`config.mk`:
```
export PLATFORM = sky130hd
export DESIGN_NAME = updown_counter
export DESIGN_NICKNAME = d
export VERILOG_FILES = /design/src/hw/updown_pkg.sv /design/src/hw/updown_counter.sv
export SDC_FILE = /design/constraint.sdc
export NUM_CORES = 1
export LEC_CHECK = 0
export BUFFER_PORTS_ARGS = -buffer_cell sky130_fd_sc_hd__clkbuf_2
export CAP_MARGIN = 25
export CORE_MARGIN = 4
export CORE_UTILIZATION = 47
export CTS_CLUSTER_DIAMETER = 120
export DETAILED_ROUTE_END_ITERATION = 7
export GPL_TIMING_DRIVEN = 0
export PLACE_DENSITY = 0.76
export RECOVER_POWER = 100
export SLEW_MARGIN = 10
export SYNTH_ARGS = -nofsm -noshare
export SYNTH_HDL_FRONTEND = slang
export SYNTH_SLANG_ARGS = --single-unit
export TNS_END_PERCENT = 1
```
`constraint.sdc`:
```
create_clock -name aclk -period 2.03 [get_ports aclk]
set_input_delay 0.406 -clock aclk [delete_from_list [all_inputs] [get_ports aclk]]
set_output_delay 0.406 -clock aclk [all_outputs]
set_load 0.01 [all_outputs]
```
`src/hw/updown_pkg.sv`:
```
// Constants shared by the cascadable up/down counter block
package updown_pkg;
  // ---------------------------------------------------------------
  // Register map (byte addresses)
  // ---------------------------------------------------------------
  localparam int unsigned ADDR_W      = 4;
  localparam logic [3:0]  CTRL_OFF    = 4'h0;
  localparam logic [3:0]  PRESET_OFF  = 4'h4;
  localparam logic [3:0]  COUNT_OFF   = 4'h8;
  localparam logic [3:0]  STATUS_OFF  = 4'hc;
  // ---------------------------------------------------------------
  // Control fields
  // ---------------------------------------------------------------
  localparam int unsigned CTRL_MODE_LSB = 0;
  localparam int unsigned CTRL_CLEAR    = 2;
  localparam int unsigned CTRL_LOAD     = 3;
  localparam logic [1:0]  CTRL_MODE_RST = 2'h0;
  // Status fields
  localparam int unsigned STAT_CARRY_N  = 0;
  localparam int unsigned STAT_BORROW_N = 1;
  localparam int unsigned STAT_HALF     = 2;
  // ---------------------------------------------------------------
  // Operating modes and bus answers
  // ---------------------------------------------------------------
  typedef enum logic [1:0] {
    MODE_FREE  = 2'b00,
    MODE_DIV   = 2'b01,
    MODE_LIMIT = 2'b10
  } mode_t;
  localparam logic [1:0]  RESP_OKAY   = 2'h0;
  localparam logic [1:0]  RESP_SLVERR = 2'h2;
  // Digit limits
  localparam logic [3:0]  DEC_MAX     = 4'h9;
  localparam logic [3:0]  BIN_MAX     = 4'hf;
  localparam int unsigned MAX_STAGES  = 8;
endpackage

```
`src/hw/updown_counter.sv`:
```
// Cascadable up/down counter chain with request front end and AXI4-Lite registers
//
// Our own choices: the register offsets and the AXI4-Lite interface to the registers.
`timescale 1ns/1ps
module updown_counter #(
  parameter int unsigned STAGES = 2,
  parameter bit          DECADE = 1'b1
) (
  input  wire logic                             aclk,
  input  wire logic                             aresetn,
  input  wire logic                             up_req,
  input  wire logic                             down_req,
  output logic [4*STAGES-1:0]                   count_out,
  output logic                                  carry_up_out_n,
  output logic                                  borrow_down_out_n,
  output logic                                  div_half_out,
  input  wire logic [updown_pkg::ADDR_W-1:0]    s_axi_awaddr,
  input  wire logic                             s_axi_awvalid,
  output logic                                  s_axi_awready,
  input  wire logic [31:0]                      s_axi_wdata,
  input  wire logic [3:0]                       s_axi_wstrb,
  input  wire logic                             s_axi_wvalid,
  output logic                                  s_axi_wready,
  output logic [1:0]                            s_axi_bresp,
  output logic                                  s_axi_bvalid,
  input  wire logic                             s_axi_bready,
  input  wire logic [updown_pkg::ADDR_W-1:0]    s_axi_araddr,
  input  wire logic                             s_axi_arvalid,
  output logic                                  s_axi_arready,
  output logic [31:0]                           s_axi_rdata,
  output logic [1:0]                            s_axi_rresp,
  output logic                                  s_axi_rvalid,
  input  wire logic                             s_axi_rready
);
  localparam int unsigned CW = 4 * STAGES;

  // ---------------------------------------------------------------
  // Parameter check
  // ---------------------------------------------------------------
  if (STAGES < 1 || STAGES > updown_pkg::MAX_STAGES) begin : g_bad
    $error("STAGES must be 1 to 8");
  end

  // ---------------------------------------------------------------
  // Digit arithmetic
  // ---------------------------------------------------------------
  // Highest digit state for the chosen sequence
  function automatic logic [3:0] dmax();
    return DECADE ? updown_pkg::DEC_MAX : updown_pkg::BIN_MAX;
  endfunction

  // Whole chain at its top state; binary limit is all fifteens
  function automatic logic [CW-1:0] chain_max();
    logic [CW-1:0] v;
    v = '0;
    for (int i = 0; i < STAGES; i++) begin
      v[4*i +: 4] = dmax();
    end
    return v;
  endfunction

  // Ripple step: a digit moves only when every lower digit sat at its limit
  function automatic logic [CW-1:0] step(input logic [CW-1:0] c, input logic up);
    logic [CW-1:0] v;
    logic          go;
    logic [3:0]    d;
    v  = c;
    go = 1'b1;
    for (int i = 0; i < STAGES; i++) begin
      d = c[4*i +: 4];
      if (go) begin
        if (up) begin
          v[4*i +: 4] = (d == dmax()) ? 4'h0 : d + 4'h1;
        end else begin
          v[4*i +: 4] = (d == 4'h0) ? dmax() : d - 4'h1;
        end
      end
      go = go && (up ? (d == dmax()) : (d == 4'h0));
    end
    return v;
  endfunction

  // Byte-lane merge for register writes
  function automatic logic [31:0] merge(input logic [31:0] o, input logic [31:0] n,
                                        input logic [3:0] s);
    logic [31:0] v;
    v = o;
    for (int b = 0; b < 4; b++) begin
      if (s[b]) begin
        v[8*b +: 8] = n[8*b +: 8];
      end
    end
    return v;
  endfunction

  // ---------------------------------------------------------------
  // State
  // ---------------------------------------------------------------
  typedef struct packed {
    logic [1:0]                    up_sr;
    logic [1:0]                    dn_sr;
    logic                          up_pulse;
    logic                          dn_pulse;
    logic [CW-1:0]                 count;
    logic                          toggle;
    logic [1:0]                    mode;
    logic                          clear;
    logic                          load;
    logic [CW-1:0]                 preset;
    logic                          aw_got;
    logic                          w_got;
    logic [updown_pkg::ADDR_W-1:0] awaddr;
    logic [31:0]                   wdata;
    logic [3:0]                    wstrb;
    logic                          bvalid;
    logic [1:0]                    bresp;
    logic                          rvalid;
    logic [1:0]                    rresp;
    logic [31:0]                   rdata;
  } state_t;

  state_t st_reg;
  state_t st_next;

  // ---------------------------------------------------------------
  // Terminal outputs of every stage
  // ---------------------------------------------------------------
  // A stage's count clock is low while its lower neighbour's terminal is low
  logic [STAGES:0]   up_low;
  logic [STAGES:0]   dn_low;
  logic [STAGES-1:0] carry_n;
  logic [STAGES-1:0] borrow_n;
  assign up_low[0] = st_reg.up_pulse;
  assign dn_low[0] = st_reg.dn_pulse;
  for (genvar i = 0; i < STAGES; i++) begin : g_stage
    assign carry_n[i]    = ~(up_low[i] && st_reg.count[4*i +: 4] == dmax());
    assign borrow_n[i]   = ~(dn_low[i] && st_reg.count[4*i +: 4] == 4'h0);
    assign up_low[i + 1] = ~carry_n[i];
    assign dn_low[i + 1] = ~borrow_n[i];
  end

  // Chain terminals feed the limiting and reload paths for any length
  logic chain_carry;
  logic chain_borrow;
  assign chain_carry  = up_low[STAGES];
  assign chain_borrow = dn_low[STAGES];

  // ---------------------------------------------------------------
  // Request front end and counter
  // ---------------------------------------------------------------
  logic up_rise;
  logic dn_rise;
  logic wr_fire;
  logic ar_fire;
  assign up_rise = ~st_reg.up_sr[1] & st_reg.up_sr[0];
  assign dn_rise = ~st_reg.dn_sr[1] & st_reg.dn_sr[0];
  assign s_axi_awready = ~st_reg.aw_got & ~st_reg.bvalid;
  assign s_axi_wready  = ~st_reg.w_got & ~st_reg.bvalid;
  assign s_axi_arready = ~st_reg.rvalid;
  assign ar_fire = s_axi_arvalid & s_axi_arready;
  assign wr_fire = st_reg.aw_got & st_reg.w_got & ~st_reg.bvalid;

  // All state advances on aclk, so outputs only move on master clock edges
  always_comb begin
    st_next = st_reg;
    // Two-bit history per request line
    st_next.up_sr = {st_reg.up_sr[0], up_req};
    st_next.dn_sr = {st_reg.dn_sr[0], down_req};
    // Coincident rises cancel each other
    st_next.up_pulse = up_rise & ~dn_rise;
    st_next.dn_pulse = dn_rise & ~up_rise;
    // Count: clear beats load beats clocks
    if (st_reg.clear) begin
      st_next.count = '0;
    end else if (st_reg.load) begin
      st_next.count = st_reg.preset;
    end else begin
      case (st_reg.mode)
        updown_pkg::MODE_DIV: begin
          // Reload happens in the low phase, decrement on the rising edge
          if (chain_borrow) begin
            st_next.count  = step(st_reg.preset, 1'b0);
            st_next.toggle = ~st_reg.toggle;
          end else if (st_reg.dn_pulse) begin
            st_next.count = step(st_reg.count, 1'b0);
          end
        end
        updown_pkg::MODE_LIMIT: begin
          if (chain_borrow) begin
            st_next.count = '0;
          end else if (chain_carry) begin
            st_next.count = chain_max();
          end else if (st_reg.up_pulse || st_reg.dn_pulse) begin
            st_next.count = step(st_reg.count, st_reg.up_pulse);
          end
        end
        default: begin
          // Free running; code 2'b11 also lands here
          if (st_reg.up_pulse || st_reg.dn_pulse) begin
            st_next.count = step(st_reg.count, st_reg.up_pulse);
          end
        end
      endcase
    end
    // Write address and data may arrive in either order
    if (s_axi_awvalid && s_axi_awready) begin
      st_next.aw_got = 1'b1;
      st_next.awaddr = s_axi_awaddr;
    end
    if (s_axi_wvalid && s_axi_wready) begin
      st_next.w_got = 1'b1;
      st_next.wdata = s_axi_wdata;
      st_next.wstrb = s_axi_wstrb;
    end
    if (wr_fire) begin
      st_next.aw_got = 1'b0;
      st_next.w_got  = 1'b0;
      st_next.bvalid = 1'b1;
      st_next.bresp  = updown_pkg::RESP_OKAY;
      case ({st_reg.awaddr[updown_pkg::ADDR_W-1:2], 2'b00})
        updown_pkg::CTRL_OFF: begin
          if (st_reg.wstrb[0]) begin
            st_next.mode  = st_reg.wdata[updown_pkg::CTRL_MODE_LSB +: 2];
            st_next.clear = st_reg.wdata[updown_pkg::CTRL_CLEAR];
            st_next.load  = st_reg.wdata[updown_pkg::CTRL_LOAD];
          end
        end
        updown_pkg::PRESET_OFF: begin
          st_next.preset = CW'(merge(32'(st_reg.preset), st_reg.wdata, st_reg.wstrb));
        end
        updown_pkg::COUNT_OFF, updown_pkg::STATUS_OFF: begin
          st_next.bresp = updown_pkg::RESP_OKAY;
        end
        default: begin
          st_next.bresp = updown_pkg::RESP_SLVERR;
        end
      endcase
    end
    if (st_reg.bvalid && s_axi_bready) begin
      st_next.bvalid = 1'b0;
    end
    // Read data is captured at the address handshake
    if (ar_fire) begin
      st_next.rvalid = 1'b1;
      st_next.rresp  = updown_pkg::RESP_OKAY;
      case ({s_axi_araddr[updown_pkg::ADDR_W-1:2], 2'b00})
        updown_pkg::CTRL_OFF: begin
          st_next.rdata = {28'h0, st_reg.load, st_reg.clear, st_reg.mode};
        end
        updown_pkg::PRESET_OFF: begin
          st_next.rdata = 32'(st_reg.preset);
        end
        updown_pkg::COUNT_OFF: begin
          st_next.rdata = 32'(st_reg.count);
        end
        updown_pkg::STATUS_OFF: begin
          st_next.rdata = {29'h0, st_reg.toggle, borrow_n[STAGES-1], carry_n[STAGES-1]};
        end
        default: begin
          st_next.rdata = 32'h0;
          st_next.rresp = updown_pkg::RESP_SLVERR;
        end
      endcase
    end else if (st_reg.rvalid && s_axi_rready) begin
      st_next.rvalid = 1'b0;
    end
  end

  // Single state register, synchronous active-low reset
  always_ff @(posedge aclk) begin
    if (!aresetn) begin
      st_reg      <= '0;
      st_reg.mode <= updown_pkg::CTRL_MODE_RST;
    end else begin
      st_reg <= st_next;
    end
  end

  // ---------------------------------------------------------------
  // Outputs
  // ---------------------------------------------------------------
  assign count_out         = st_reg.count;
  assign carry_up_out_n    = carry_n[STAGES-1];
  assign borrow_down_out_n = borrow_n[STAGES-1];
  assign div_half_out      = st_reg.toggle;
  assign s_axi_bvalid      = st_reg.bvalid;
  assign s_axi_bresp       = st_reg.bresp;
  assign s_axi_rvalid      = st_reg.rvalid;
  assign s_axi_rresp       = st_reg.rresp;
  assign s_axi_rdata       = st_reg.rdata;

  logic quiet;
  assign quiet = ~st_reg.clear & ~st_reg.load;
endmodule

```
# --- Word-level counts from Yosys, hierarchy flattened ---
# Cells that the tools add are included.
word_totals:
  register_bits: 76
  input_bits: 53
  out_inout_bits: 52
  word_cells: 103
classes:
  n_addsub: 6
  n_eq_ne: 10
  muxes: 22
  n_bitwise: 23
  reduce_logical: 23
ops:
  columns: ["operator", "n"]
  rows:
  - ["$pmux 32 s4", 1]
  - ["$mux 8", 6]
  - ["$mux 4", 11]
  - ["$logic_not 4->1", 4]
  - ["$pmux 8 s2", 1]
  - ["$sub 4x1->4 const B", 4]
  - ["$not 1->1", 14]
  - ["$and 1x1->1", 9]
  - ["$add 4x1->4 const B", 2]
  - ["$eq 4x4->1 const B", 2]
  - ["$logic_and 1x1->1", 8]
  - ["$ne 4x4->1 const B", 2]
  - ["$eq 2x1->1 const B", 3]
  - ["$eq 2x2->1 const B", 3]
  - ["$reduce_and 3->1", 2]
  - ["$reduce_or 2->1", 3]
  - ["$logic_not 2->1", 2]
  - ["$reduce_and 4->1", 1]
  - ["$mux 1", 3]
  - ["$reduce_and 2->1", 1]
  - ["$reduce_bool 2->1", 1]
  - ["$logic_or 1x1->1", 1]

# --- Longest topological paths before layout ---
logic_depth:
  word_depth: 9
  ltp_mapped: 8

# --- Least setup slack after synthesis ---
# Ideal clock, no wire load.
synth_timing:
  kind: "reg2reg"
  start: "register st_reg, in the netlist count_out[0]"
  end: "register st_reg, in the netlist count_out[7]"
  arrival_time_ps: 1837
  t_required_ps: 1910
  setup_slack_ps: 73
  path_stages_with_launch: 9
  n_path_buf: 1
  synth_period_minus_slack_ps: 1957
  cell_sequence: "dfxtp_1 inv_1 ha_1 nor3b_4 nand3_1 buf_2 a31oi_1 a221oi_1 o31a_1"
synth_via:
  elab_chain_len: 8
  elab_cells_between_ends: 17
  classes_between: "eq/ne: 3; mux: 8; reduce/logical: 6"
synth_lines:
  columns: ["item", "line", "text"]
  rows:
  - ["start: declaration", "updown_counter.sv:122", "state_t st_reg;"]
  - ["start signal: assignment", "updown_counter.sv:275", "st_reg <= st_next;"]
  - ["$eq 4x4->1 or $logic_not 4->1 (tied branches)", "updown_counter.sv:78, updown_counter.sv:136, updown_counter.sv:137", null]
  - ["$mux 1", "updown_counter.sv:78", "go = go && (up ? (d == dmax()) : (d == 4'h0));"]
  - ["$mux 4", null, null]
  - ["$mux 8", null, null]
  - ["$mux 8", "updown_counter.sv:191", "end else if (chain_carry) begin"]
  - ["$mux 8", "updown_counter.sv:189", "if (chain_borrow) begin"]
  - ["$pmux 8 s2", "updown_counter.sv:178", "case (st_reg.mode)"]
  - ["$mux 8", "updown_counter.sv:175", "end else if (st_reg.load) begin"]
# Parallel ways exist; a longest one is shown, timed or not.
# A chain may end at the register's enable or synchronous reset.

# --- Final worst setup path ---
layout_timing:
  start: "register st_reg, in the netlist count_out[0]"
  end: "output port borrow_down_out_n"
layout_via:
  elab_chain_len: 4
layout_lines:
  columns: ["item", "line", "text"]
  rows:
  - ["$logic_not 4->1", "updown_counter.sv:137", "assign borrow_n[i] = ~(dn_low[i] && st_reg.count[4*i +: 4] == 4'h0);"]
  - ["$logic_and 1x1->1 (2 in series)", "updown_counter.sv:137", null]
  - ["$not 1->1", "updown_counter.sv:137", null]
  - ["end: declaration", "updown_counter.sv:15", "output logic borrow_down_out_n,"]
# No other way between the ends.

==> flow_summary.toml <==
[cts]
cts_tree = "done"
path_clk_slew_ns = 0.10
htree_levels = 2
cts_hold_buffers = 0
cts-root-buf = "clkbuf_8"
cts_buffers = 5
worstSkewPairLatency_ns = 0.31
cts_buffer_depth = 2
cts_num_sinks = 50

[timing]
worstMarginPinSlew_ns = 0.6491
fin_crit_sh_pct = 102.0
final-hold-violation-count = 0
slew_violations = 0
setup_ws_ns = -0.03975
maxSlewHeadroom_pct = 56.61
whs_ns = 0.2987
rsz0062_at_grt = "true"
setup_viol = 1
max_freq_mhz = 483.2
fin_crit_ns = 2.070
final.setup.tns_ns = -0.03975
skew_ns = 0.004723

[worst_setup_path]
r2r_slack_ns = 0.01
arrival_ns = 1.66
start_kind = "flip-flop"
max_stage_delay_ns = 0.38
cp.depth = 6
startpoint = "count_out[0]"
cp_max_fo = 10
crit_path_end = "borrow_down_out_n"
r2r_end = "count_out[7]"
cpMaxStageDelayCell = "dfxtp_4"
reg2reg_from = "count_out[0]"
crit_type = "reg2out"
worstPathBufferInverterCount = 3
end_kind = "primary output"
cp_top_family = "buffers and inverters"
path_cells = "inv_2 -> ha_4 -> nor3b_4 -> nand3_2 -> buf_6 -> clkbuf_2"
cp.required_ns = 1.62
ff2ff_path_depth = 8

[floorplan]
die_area_mm2 = 0.008722
fp.dieH_um = 93.39
start_util_pct = 49.35
die_w_um = 93.39
ios = 105
rows = 30
core_mm2 = 0.006944

[placement]
routabilityCongestion = 0.8898
port-buffer-count = 44
hpwl_um = 6480
pre_cts_ws_ns = -0.4679
dp.cells = 570
placed_area_mm2 = 0.003869

[logic_synthesis]
ys_ff_latch = 50
yosysMostFrequentCell = "dfxtp_1"
ys_top_cells_by_count = "dfxtp_1, buf_4, nand2_1"
postSynthAreaPerCell_um2 = 8.504
synthCells = 403
synth.area.top_cells = "dfxtp_1, buf_4, mux2i_1"
yosys_warnings = 0
netlist_area_mm2 = 0.003427
synth_edf_count = 0
postSynth.asyncResetShare_pct = 0
synth_ff_type = "dfxtp_1"
synth_top_cell_by_area = "dfxtp_1"
yosysSeqAreaShare_pct = 29.21
synth.distinct_cells = 64
synth_top_cell_area_share_pct = 29.21

[final_layout]
syn_to_final_growth_pct = 18.77
layout.nets = 552
largest_reg_flops = 28
layout-drive-gt1-share_pct = 25.36
postLayoutCellArea_mm2 = 0.004070
post-route-util_pct = 58.61
instances_no_fill = 585
antenna_cells = 0

[power]
ir_worst_vdd_v = 0.0003835
total_power_mw = 2.091
cellLeakagePower_nw = 1.791
cellPowerDensity_mw_per_mm2 = 513.7

[global_route]
gr-usage-all-layers_pct = 19.94
grt_pass1_wl_um = 14120
grt_overflow = 0
grt_max_degree = 18
antenna_found_initial = 0
grt_pass1_vias = 2965

[route]
drc = 0
ant_nets = 0
drt_first_iter_violations = 200
finalWirelength_um = 8505
via_per_inst = 5.203
routedWlPerCell_um = 14.54
drt_pass1_iterations = 4
vias = 3044

[worst_hold_path]
worstHoldPathType = "in2reg"

[outcome]
status = "finished with violations"
failed_checks = "setup timing"

[flow_run]
cap_viol_max_count = 0
==> layout make-up <==
cell class,instances,area (um^2)
fill,655,2874
multi-input combinational,298,2098
sequential,50,1012
buffer,64,426.7
timing repair buffer,52,257.7
tap,96,120.1
clock buffer,5,68.82
inverter,17,63.81
clock inverter,3,22.52
==> where the power goes <==
group	switching, mW	internal, mW	leakage (nW)
Combinational	0.219	0.205	1.33
Sequential	0.0337	1.02	0.410
Clock	0.363	0.250	0.0489
==> per-layer routing <==
layer | track usage (%) | share of wire, % | wire (um)
met2 | 33.11 | 48 | 4052
met5 | 0 | 0 | 0
met3 | 4.103 | 6.1 | 515
met4 | 7.204 | 1.4 | 122
met1 | 25.46 | 45 | 3815
==> worst register-to-register path: stages (launching register included) <==
cell	delay [ns]
dfxtp_4	0.38
inv_2	0.10
ha_4	0.18
nor3b_4	0.27
nand3_2	0.13
buf_6	0.17
a31oi_1	0.32
a221oi_2	0.13
o31a_1	0.25
==> worst min-delay path by stage <==
stage / from / end / slack [ns] / cells past startpoint
floorplan: st_next[104] / st_reg[104] / 0.43 / 1
global placement: st_next[104] / st_reg[104] / 0.45 / 1
detailed placement: st_next[104] / st_reg[104] / 0.45 / 1
CTS: up_req / st_next[106] / 0.29 / 2
global route: up_req / st_next[106] / 0.29 / 2
finish: up_req / st_next[106] / 0.30 / 2
==> cell usage in the layout (no fill, tap or decap), types with 5 or more instances in the layout <==
master	n
o31ai_1	5
a21boi_0	12
nand2b_1	9
o211a_1	6
ha_1	9
o211ai_1	5
dfxtp_1	47
inv_1	13
conb_1	28
o21ai_0	11
a21o_1	8
a21oi_1	15
clkbuf_1	29
clkbuf_2	30
nor2b_1	25
mux2i_1	19
a31oi_1	7
clkbuf_8	5
nor2_1	12
buf_4	48
nand2_1	42
a22oi_1	5
==> what timing repair did <==
action | 4_1_cts | 5_1_grt
endpoints found under the setup margin | 13 | 6
buffers inserted | 8 | 0
gates resized for setup | 24 | 3
pin swaps | 0 | 0
==> kinds of logic after synthesis <==
group | Yosys count | synth area share [%]
and+or+nand+nor | 133 | 22.96
AOI/OAI and AO/OA | 100 | 20.85
buffers and inverters | 82 | 14.24
DFF | 50 | 29.21
muxes | 23 | 7.849
adders and majority gates | 11 | 4.016
xor gates and xnor gates | 3 | 0.7668
other | 1 | 0.1094
Power figures use the tool's default switching activity.
